<file path="config.mk">
export PLATFORM = sky130hd
export DESIGN_NAME = standby_halt_control
export DESIGN_NICKNAME = d
export VERILOG_FILES = /design/src/rtl/pin_level_filter.v /design/src/rtl/settle_timer.v /design/src/rtl/standby_halt_control.v
export VERILOG_INCLUDE_DIRS = /design/src /design/src/rtl
export SDC_FILE = /design/constraint.sdc
export NUM_CORES = 1
export LEC_CHECK = 0
export BUFFER_PORTS_ARGS = -buffer_cell sky130_fd_sc_hd__buf_2
export CORE_MARGIN = 5
export CORE_UTILIZATION = 25
export DETAILED_ROUTE_END_ITERATION = 7
export HOLD_SLACK_MARGIN = 0.05
export SYNTH_ARGS = -nofsm -noshare
export SYNTH_HDL_FRONTEND = slang
export SYNTH_SLANG_ARGS = --single-unit
</file>
<file path="constraint.sdc">
create_clock -name REF_CLK -period 2.1 [get_ports REF_CLK]
set_input_delay 0.42 -clock REF_CLK [delete_from_list [all_inputs] [get_ports REF_CLK]]
set_output_delay 0.42 -clock REF_CLK [all_outputs]
set_load 0.02 [all_outputs]
</file>
<file path="src/rtl/standby_halt_control_defines.vh">
// constants for the standby and halt controller
`ifndef STANDBY_HALT_CONTROL_DEFINES_VH
`define STANDBY_HALT_CONTROL_DEFINES_VH
`define HALT_OPCODE        8'h01
`define RESET_VECTOR       12'h000
`define CLK_PERIOD_NS      50
`define OSC_SETTLE_US      10
`define OSC_SETTLE_CYCLES  ((`OSC_SETTLE_US * 1000 + `CLK_PERIOD_NS - 1) / `CLK_PERIOD_NS)
`define FILTER_STAGES      2
`endif

</file>
<file path="src/rtl/pin_level_filter.v">
// two-stage level qualifier for a control pin
`timescale 1ns/100ps
`default_nettype none
module pin_level_filter #(
    parameter STAGES = 2
) (
    input  wire clk,
    input  wire rst,
    input  wire pin_in,
    output reg  level_out
);
    reg [STAGES-1:0] hist_reg;
    always @(posedge clk) begin
        if (rst) begin
            hist_reg  <= {STAGES{1'b1}};
            level_out <= 1'b1;
        end else begin
            hist_reg <= {hist_reg[STAGES-2:0], pin_in};
            // change only when all samples agree
            if (&hist_reg)
                level_out <= 1'b1;
            else if (~|hist_reg)
                level_out <= 1'b0;
        end
    end
endmodule // pin_level_filter
`default_nettype wire

</file>
<file path="src/rtl/settle_timer.v">
// oscillator settle counter
`timescale 1ns/100ps
`default_nettype none
module settle_timer #(
    parameter WIDTH = 16,
    parameter COUNT = 200
) (
    input  wire clk,
    input  wire rst,
    input  wire start,
    output wire done
);
    reg [WIDTH-1:0] cnt_reg;
    always @(posedge clk) begin
        if (rst)
            cnt_reg <= {WIDTH{1'b0}};
        else if (start)
            cnt_reg <= COUNT[WIDTH-1:0];
        else if (cnt_reg != {WIDTH{1'b0}})
            cnt_reg <= cnt_reg - {{(WIDTH-1){1'b0}}, 1'b1};
    end
    assign done = (cnt_reg == {WIDTH{1'b0}}) & ~start;
endmodule // settle_timer
`default_nettype wire

</file>
<file path="src/rtl/standby_halt_control.v">
// standby, power-down and halt sequencing for the processor core
`timescale 1ns/100ps
`default_nettype none
`include "standby_halt_control_defines.vh"
// Functional notes
// - reset low then power-save low stops oscillator, RAM kept.
// - power-save high then reset high restarts from full reset at 0.
// - single-step low then power-save low stops oscillator, all state kept.
// - power-save high then single-step high resumes from held state.
// - opcode 01 decodes as the halt instruction.
// - halt mode begins right after the halt instruction completes.
// - halt keeps oscillator running, freezes internal clocks and state.
// - only reset or external interrupt low ends halt mode.
// - reset ending halt performs ordinary reset, start at 000.
// - interrupt release with interrupts enabled: one instruction, then service.
// - interrupt release with interrupts disabled: resume after halt, no service.
// - power-down: data bus, ports, test-0 float with inputs disabled; test-1 off.
// - oscillator stopped: reset, single-step, interrupt, access inputs off; pull-ups off.
// - power-down: read, write, latch, expander, program strobes float.
// - halt keeps data bus and port values.
// - halt keeps test-0 pin status.
// - power-save is active low and requests power saving.
// - single-step low gives wait state (CORE_WAIT) three clocks later through the pin filter, without waiting for INSTR_DONE.
module standby_halt_control #(
    parameter SETTLE_CYCLES = `OSC_SETTLE_CYCLES,
    parameter SETTLE_WIDTH  = 16
) (
    input  wire        REF_CLK,
    input  wire        RESET,
    input  wire        POWER_SAVE_N,
    input  wire        RESET_PIN_N,
    input  wire        SINGLE_STEP_N,
    input  wire        INTERRUPT_N,
    input  wire        INTERRUPTS_ENABLED_STATE,
    input  wire [7:0]  OPCODE,
    input  wire        INSTR_DONE,
    output wire        OSC_RUN,
    output wire        CORE_CLK_EN,
    output wire        CORE_RESET,
    output wire        CORE_WAIT,
    output reg         HALTED,
    output reg         POWER_DOWN_RAM,
    output reg         POWER_DOWN_ALL,
    output wire        IRQ_SERVICE_ALLOW,
    output wire        PIN_FLOAT,
    output wire        PIN_INPUT_DISABLE,
    output wire        TEST_ONE_DISABLE,
    output wire        CTRL_INPUT_DISABLE,
    output wire        PULLUP_ENABLE,
    output wire        STROBE_FLOAT,
    output wire        HALT_STROBE_IDLE,
    output wire        HOLD_PIN_STATE,
    output wire [11:0] RESTART_VECTOR
);
    localparam [5:0] ST_RUN    = 6'h01;
    localparam [5:0] ST_HALT   = 6'h02;
    localparam [5:0] ST_PD_RAM = 6'h04;
    localparam [5:0] ST_PD_ALL = 6'h08;
    localparam [5:0] ST_SETTLE = 6'h10;
    localparam [5:0] ST_STEP   = 6'h20;

    reg  [5:0] state_reg;
    reg  [5:0] state_next;
    reg        kind_all_reg;
    reg        kind_all_next;
    reg        one_more_reg;
    reg        one_more_next;
    reg        settle_start;
    wire       ps_n;
    wire       rst_n;
    wire       ss_n;
    wire       int_n;
    wire       settle_done;
    wire       is_halt_op;

    pin_level_filter #(.STAGES(`FILTER_STAGES)) ps_filter (
        .clk       (REF_CLK),
        .rst       (RESET),
        .pin_in    (POWER_SAVE_N),
        .level_out (ps_n)
    );
    pin_level_filter #(.STAGES(`FILTER_STAGES)) rst_filter (
        .clk       (REF_CLK),
        .rst       (RESET),
        .pin_in    (RESET_PIN_N),
        .level_out (rst_n)
    );
    pin_level_filter #(.STAGES(`FILTER_STAGES)) ss_filter (
        .clk       (REF_CLK),
        .rst       (RESET),
        .pin_in    (SINGLE_STEP_N),
        .level_out (ss_n)
    );
    pin_level_filter #(.STAGES(`FILTER_STAGES)) int_filter (
        .clk       (REF_CLK),
        .rst       (RESET),
        .pin_in    (INTERRUPT_N),
        .level_out (int_n)
    );

    settle_timer #(.WIDTH(SETTLE_WIDTH), .COUNT(SETTLE_CYCLES)) osc_settle (
        .clk   (REF_CLK),
        .rst   (RESET),
        .start (settle_start),
        .done  (settle_done)
    );

    assign is_halt_op = (OPCODE == `HALT_OPCODE);

    always @* begin
        state_next    = state_reg;
        kind_all_next = kind_all_reg;
        one_more_next = one_more_reg;
        settle_start  = 1'b0;
        case (state_reg)
            ST_RUN: begin
                if (!ps_n && !rst_n) begin
                    state_next    = ST_PD_RAM;
                    kind_all_next = 1'b0;
                end else if (!ps_n && !ss_n) begin
                    state_next    = ST_PD_ALL;
                    kind_all_next = 1'b1;
                end else if (INSTR_DONE && is_halt_op && rst_n) begin
                    state_next = ST_HALT;
                end else if (INSTR_DONE && one_more_reg) begin
                    one_more_next = 1'b0;
                end
            end
            ST_HALT: begin
                if (!rst_n) begin
                    state_next    = ST_RUN;
                    one_more_next = 1'b0;
                end else if (!int_n) begin
                    state_next    = ST_RUN;
                    one_more_next = INTERRUPTS_ENABLED_STATE;
                end
            end
            ST_PD_RAM, ST_PD_ALL: begin
                if (ps_n) begin
                    state_next   = ST_SETTLE;
                    settle_start = 1'b1;
                end
            end
            ST_SETTLE: begin
                if (!ps_n) begin
                    state_next = kind_all_reg ? ST_PD_ALL : ST_PD_RAM;
                end else if (settle_done) begin
                    state_next = ST_STEP;
                end
            end
            ST_STEP: begin
                if (!ps_n) begin
                    state_next = kind_all_reg ? ST_PD_ALL : ST_PD_RAM;
                end else if (kind_all_reg ? ss_n : rst_n) begin
                    state_next = ST_RUN;
                end
            end
            default: begin
                state_next = ST_RUN;
            end
        endcase
    end

    always @(posedge REF_CLK) begin
        if (RESET) begin
            state_reg      <= ST_RUN;
            kind_all_reg   <= 1'b0;
            one_more_reg   <= 1'b0;
            HALTED         <= 1'b0;
            POWER_DOWN_RAM <= 1'b0;
            POWER_DOWN_ALL <= 1'b0;
        end else begin
            state_reg      <= state_next;
            kind_all_reg   <= kind_all_next;
            one_more_reg   <= one_more_next;
            HALTED         <= (state_next == ST_HALT);
            POWER_DOWN_RAM <= (state_next == ST_PD_RAM);
            POWER_DOWN_ALL <= (state_next == ST_PD_ALL);
        end
    end

    wire in_pd   = (state_reg == ST_PD_RAM) | (state_reg == ST_PD_ALL);
    wire in_wake = (state_reg == ST_SETTLE) | (state_reg == ST_STEP);
    wire in_halt = (state_reg == ST_HALT);

    assign OSC_RUN            = ~in_pd;
    assign CORE_CLK_EN        = (state_reg == ST_RUN) & ss_n;
    assign CORE_RESET         = ~rst_n & (state_reg != ST_PD_ALL);
    assign CORE_WAIT          = ~ss_n & (state_reg == ST_RUN);
    assign IRQ_SERVICE_ALLOW  = (state_reg == ST_RUN) & ~one_more_reg;
    assign PIN_FLOAT          = in_pd | in_wake;
    assign PIN_INPUT_DISABLE  = in_pd | in_wake;
    assign TEST_ONE_DISABLE   = in_pd | in_wake | in_halt;
    assign CTRL_INPUT_DISABLE = in_pd;
    assign PULLUP_ENABLE      = ~in_pd;
    assign STROBE_FLOAT       = in_pd | in_wake;
    assign HALT_STROBE_IDLE   = in_halt;
    assign HOLD_PIN_STATE     = in_halt;
    assign RESTART_VECTOR     = `RESET_VECTOR;
endmodule // standby_halt_control
`default_nettype wire

</file>
==> results of run 1 <==
kinds of logic (layout without fill, tap and decap cells):
group                      after synthesis  in the layout  share of synthesized area [%]
muxes                                    1              1                          0.559
adders and majority gates                2              2                           1.24
xor gates and xnor gates                19             19                           8.27
and+or+nand+nor                        100            100                           29.1
AOI/OAI and AO/OA                       34             34                           10.3
other                                    1             12                          0.186
buffers and inverters                   35             56                           11.6
DFF                                     39             39                           38.8
critical path, stage by stage, from the launching register on:
cell and delay [ns]:
dfxtp_1 0.31, buf_4 0.16, nor2_1 0.29, nand3_1 0.23
inv_1 0.10, buf_2 0.16
layout make-up:
type,count,area share [%]
flip-flops and latches,39,34.1
multi-input cells,168,45.6
well taps,102,5.53
clock inverters,2,0.542
inverters,7,1.14
repair buffers,41,9.97
clock buffers,6,3.14
timing repair:
item	4_1_cts	5_1_grt
gates resized for setup	2	5
endpoints found under the setup margin	3	8
setup buffers	0	0
hold buffers	0	0
synth_stat cells, types with 7 or more instances:
| master | instances |
|---|---|
| dfxtp_1 | 39 |
| nor2_1 | 31 |
| xor2_1 | 11 |
| or2_2 | 8 |
| inv_1 | 7 |
| buf_4 | 18 |
| nand2_1 | 7 |
| xnor2_1 | 8 |
| nor3_1 | 8 |
| o21ai_0 | 9 |
| nand4_1 | 7 |
| a21oi_1 | 10 |
metrics by stage:
stage / utilization [%] / hold WS, ns
after floorplan: - / 0.439
after CTS: 29.5 / 0.302
final: 29.7 / 0.310
after global placement: 28.4 / 0.451
after global routing: 29.7 / 0.303
after detailed placement: 28.4 / 0.457
metal layers:
metal	share of wire, %	global-route usage [%]	up-vias	wire length (um)
li1	-	-	843	-
met1	47	11.2	777	1950
met2	45	13.9	29	1840
met3	6.5	3.58	6	266
met4	1.7	3.99	0	71
met5	0	0	-	0
power breakdown:
part / switching (mW) / total [mW] / internal [mW]
Combinational: 0.572 / 1.07 / 0.497
Clock: 0.254 / 0.486 / 0.232
Sequential: 0.138 / 1.01 / 0.875
layout by cell type (no fill, tap or decap), types with 2 or more instances in the layout:
| cell | Yosys | routed |
|---|---|---|
| or2_2 | 8 | 8 |
| dfxtp_1 | 39 | 36 |
| o31ai_1 | 2 | 2 |
| o22ai_1 | 3 | 3 |
| or4_1 | 2 | 2 |
| a211oi_1 | 2 | 2 |
| conb_1 | 1 | 12 |
| xor2_1 | 11 | 11 |
| nor2b_1 | 3 | 3 |
| and2_1 | 2 | 2 |
| nand4_1 | 7 | 7 |
| dfxtp_2 | 0 | 2 |
| nand4b_1 | 5 | 5 |
| nand3_1 | 5 | 5 |
| nor4b_2 | 2 | 2 |
| nor4_1 | 4 | 4 |
| nor4b_1 | 2 | 2 |
| and4b_1 | 2 | 2 |
| clkbuf_8 | 0 | 5 |
| or3b_1 | 2 | 2 |
| buf_2 | 3 | 31 |
| nor2_1 | 31 | 30 |
| inv_1 | 7 | 7 |
| and2b_2 | 2 | 2 |
| ha_1 | 2 | 2 |
| o21ai_0 | 9 | 9 |
| a21oi_1 | 10 | 10 |
| nor3_1 | 8 | 7 |
| nand2_1 | 7 | 7 |
| buf_4 | 18 | 10 |
| xnor2_1 | 8 | 8 |
final timing paths:
kind | depth (start not counted) | slack [ns] | start | to
min reg2reg | 1 | 0.47 | int_filter.hist_reg[0] | int_filter.hist_reg[1]
max | 5 | 0.14 | state_reg[1] | CTRL_INPUT_DISABLE
max reg2reg | 8 | 0.25 | osc_settle.cnt_reg[0] | POWER_DOWN_RAM
min | 2 | 0.31 | SINGLE_STEP_N | ss_filter.hist_reg[0]
==> results by group, run 1 <==
Synthesis
  – Netlist Area Pre-Place: between 2000 and 2500 um^2
  – Share of the synthesized area in the top cell type: 38.8%
  – Warnings, synthesis: 0
  – Post-synth EDFFs: 0
  – Top_reg_cell synth: dfxtp_1
  – Library cell with the largest summed area after synthesis: dfxtp_1
  – Library cells used by synthesis: 49
  – Cells after synthesis: between 200 and 250
  – Yosys reg bits: 39
  – FFs w/ async S/R, synth: 0%
  – Mean Syn Cell Area: 8.72 um^2
  – Seq/Total Area, Yosys: about two fifths
  – Dominant cells by area after synthesis: dfxtp_1 39%, buf_4 6.7%, nor2_1 5.8%

Routing
  – DRC: 0
  – Drt first-iter violations: 81
  – Via Count: 1655
  – Post-route ant nets: 0
  – Wire length per cell: between 10 and 15 um
  – Number of vias per cell: 4.53
  – Drt first pass iters: 4
  – Routed wire length: 4.12 mm

Critical path
  – Worst EP required: 1.68 ns
  – Crit-path max FO: 9
  – CP arrival: 1.54 ns
  – Setup crit end kind: primary output
  – WS Path Type: reg -> out
  – Startpoint Class: flip-flop

Floorplan
  – Initial Utilization: 25.9%
  – Site Rows: 32
  – Die span in y: 99.7 um
  – DIE WIDTH: 99.7 um
  – Core Footprint: 7770 um^2
  – I/O pin count: 44
  – Die area: just under 10000 um^2

Global routing
  – Vias in the first global route: 1594
  – Largest net degree at the start of global routing: 15
  – Antenna violations before repair: 0
  – Congestion Overflow GR: 0
  – First-pass GRT wire length: 7.29 mm
  – Total Routing Usage GR: 9.06%

Timing
  – Setup WS post-layout: around 0.14 ns
  – Setup total negative slack: 0 ns
  – Tcrit/Tclk final: between 90% and 100%
  – FMAX: 0.509 GHz
  – Final Skew: 0.00407 ns
  – Setup Viol. Count Final: 0
  – Final slew viol count: 0
  – RSZ-0062 raised after global routing: false
  – Endpoints failing hold: 0
  – Final worst path period need: 1.96 ns

Cells and area
  – Finished Cell Area: between 2000 and 2500 um^2
  – Multi-input gate area: 1050 um^2
  – FILL cells: 848
  – Finished Layout Cells: 365
  – Fraction of layout cells with a size suffix above 1: 26.2%
  – Register area: 787 um^2
  – Max FFs per register: 16
  – Nets: 280
  – Area Growth Syn to Fin: 14.7%
  – Antenna diode count: 0

Pwr
  – Peak supply drop: 0.000326 V
  – Static Leak: 0.972 nW
  – Tot Pwr: roughly 2.6 mW
  – Pwr/cell area: 1110 nW/um^2

Placed design
  – Pre-CTS setup slack: 0.176 ns
  – GP Congestion: approximately 0.8
  – DP Area: around 2200 um^2
  – IO Port Bufs: 31
  – DP HPWL: around 3.2 mm
  – # placed instances: 357

Clock tree
  – TritonCTS Buffers: 5
  – Skew-Pair Late Insertion Delay: 0.29 ns
  – Clock Path Buffers: 2
  – CTS tree: built
  – Clk slew on worst S/H paths: around 0.070 ns
  – CTS Sinks: 39
  – CTS Root Cell: clkbuf_8
  – H-tree depth: 2

Outcome
  – Status: complete, no violations

Min path
  – Hold WC Path Type: in -> reg

Flow run
  – Max Cap Viol: 0
No activity file was read; power rests on OpenSTA's default activity.
==> inputs of run 2 (changes only) <==
CTS_CLUSTER_DIAMETER = 40   (was unset)
PLACE_DENSITY = 0.42   (was unset)
==> results by group, run 2 (synthesized netlist as in run 1, its figures left out) <==
Outcome
  – Status: complete, no violations

Routing
  – Via Count: roughly 1600
  – DRC: 0
  – Routed wire length: between 4 and 5 mm
  – Drt first-iter violations: 60
  – Post-route ant nets: 0
  – Number of vias per cell: approximately 4.4
  – Drt first pass iters: 4
  – Wire length per cell: between 10 and 15 um

Global routing
  – Congestion Overflow GR: 0
  – Vias in the first global route: 1574
  – Antenna violations before repair: 0
  – First-pass GRT wire length: about 7.4 mm
  – Total Routing Usage GR: 9.14%
  – Largest net degree at the start of global routing: 14

Cells and area
  – Max FFs per register: 16
  – Area Growth Syn to Fin: 16.6%
  – Antenna diode count: 0
  – Most frequent cells in the layout: 35 x dfxtp_1, 31 x buf_2, 30 x nor2_1
  – Util after Layout: 30.2%
  – Commonest non-fill, non-tap cell in the layout: dfxtp_1
  – Fraction of layout cells with a size suffix above 1: 28.2%
  – Nets: 283

Pwr
  – Clock Power Share: 19.7%
  – Switching share of power: 38.2%
  – Static Leak: 0.985 nW
  – P_sw: around 0.99 mW
  – Pwr/cell area: ~1100 nW/um^2
  – Combinational power share: 41.4%
  – Peak supply drop: 0.000385 V
  – Sequential share of power: 38.9%
  – Internal power: 1.60 mW

Critical path
  – Crit-path max FO: 9
  – Worst setup path end: CTRL_INPUT_DISABLE
  – R2r endpoint: POWER_DOWN_RAM
  – Reg2reg setup slack: approximately 0.22 ns
  – CP Launch Point: state_reg[1]
  – CP Depth: 5
  – Setup crit end kind: primary output
  – WS Path Type: reg -> out
  – CP cell instances: buf_4 -> nor2_1 -> nand3_1 -> inv_1 -> buf_2
  – Reg2Reg Depth: 5
  – Worst EP required: roughly 1.7 ns
  – CP arrival: 1.55 ns
  – R2r startpoint: state_reg[3]
  – CP delay by family, top: simple AND/OR/NAND/NOR gates
  – CP max stage cell: dfxtp_1
  – Crit-path max cell delay: 0.31 ns
  – WP buf/inv: 3
  – Startpoint Class: flip-flop

Floorplan
  – Die area: about 9900 um^2
  – Core Footprint: 7770 um^2
  – Site Rows: 32
  – Initial Utilization: 25.9%
  – DIE WIDTH: 99.7 um
  – Die span in y: 99.7 um
  – I/O pin count: 44

Timing
  – FMAX: 0.507 GHz
  – Endpoints failing hold: 0
  – Fin Hold WS: 0.307 ns
  – Setup WS post-layout: 0.127 ns
  – Setup total negative slack: 0 ns
  – Final worst path period need: between 1.5 and 2 ns
  – Tcrit/Tclk final: 93.9%
  – Final slew viol count: 0
  – Final Skew: approximately 0.006 ns
  – Setup Viol. Count Final: 0

Min path
  – Hold WC Path Type: in -> reg

Placed design
  – IO Port Bufs: 31
  – DP HPWL: between 3 and 4 mm
  – GP Congestion: ~0.78
  – Pre-CTS setup slack: 0.173 ns

Clock tree
  – CTS Root Cell: clkbuf_8
  – Clock Path Buffers: 2
  – Clk slew on worst S/H paths: around 0.080 ns
  – CTS tree: built
  – Skew-Pair Late Insertion Delay: 0.29 ns
  – H-tree depth: 2
  – TritonCTS Buffers: 5
  – CTS Sinks: 39

Flow run
  – Max Cap Viol: 0
## run 2: cell types whose count changed in the layout (fill, tap and decap cells not counted), sizes merged
| cell | previous run | this run |
|---|---|---|
| buf | 41 | 44 |
| clkbuf | 6 | 5 |
| clkinvlp | 1 | 2 |
## run 2: power by group through the flow
| stage | clock network [mW] | logic [mW] | registers, mW |
|---|---|---|---|
| 2_1_floorplan | 0 | 0.856 | 0.990 |
| 3_3_place_gp | 0 | 1.08 | 1.03 |
| 3_5_place_dp | 0 | 1.08 | 1.02 |
| 4_1_cts | 0.538 | 1.09 | 1.01 |
| 5_1_grt | 0.563 | 1.21 | 1.03 |
| 6_report | 0.511 | 1.07 | 1.01 |
## run 2: routing by layer
layer | vias up | routed length [um] | track usage (%)
met3 | 2 | 172 | 2.03
met2 | 24 | 2050 | 14.5
met4 | 0 | 50 | 3.78
li1 | 847 | - | -
met1 | 735 | 2180 | 12.0
met5 | - | 0 | 0
## run 2: layout make-up
type | count | area, um^2
Sequential cell | 39 | 791
Multi-Input combinational cell | 168 | 1060
Fill cell | 849 | 5420
Clock buffer | 5 | 68.8
Timing Repair Buffer | 44 | 253
Clock inverter | 3 | 20.0
Tap cell | 102 | 128
Inverter | 7 | 26.3
## run 2: through the flow
step / total power, mW / area, um^2 / std cells
2_1_floorplan: 1.85 / 2050 / 242
3_3_place_gp: 2.11 / 2220 / 359
3_5_place_dp: 2.10 / 2220 / 359
4_1_cts: 2.64 / 2320 / 367
5_1_grt: 2.81 / 2350 / 368
6_report: 2.59 / 2350 / 368
## run 2: what timing repair did
item	CTS	global route
endpoints found under the setup margin	4	9
hold buffers	0	0
endpoints found under the hold margin	0	0
pin swaps	0	1
buffers inserted	0	1
gates resized for setup	3	7
## run 2: worst min-delay path by stage
stage	endpoint	startpoint	cells after the start	slack [ns]
floorplan	int_filter.hist_reg[1]	int_filter.hist_reg[0]	1	0.44
global placement	ss_filter.hist_reg[1]	ss_filter.hist_reg[0]	1	0.45
detailed placement	ss_filter.hist_reg[1]	ss_filter.hist_reg[0]	1	0.46
CTS	ss_filter.hist_reg[0]	SINGLE_STEP_N	2	0.29
global route	rst_filter.hist_reg[0]	RESET_PIN_N	2	0.30
finish	ss_filter.hist_reg[0]	SINGLE_STEP_N	2	0.31
## run 2: worst register-to-register path: cells and delay by family (launching register included)
family | cells | cell delay (ns)
AOI/OAI and AO/OA | 2 | 0.20
DFF | 1 | 0.51
and+or+nand+nor | 3 | 1.11
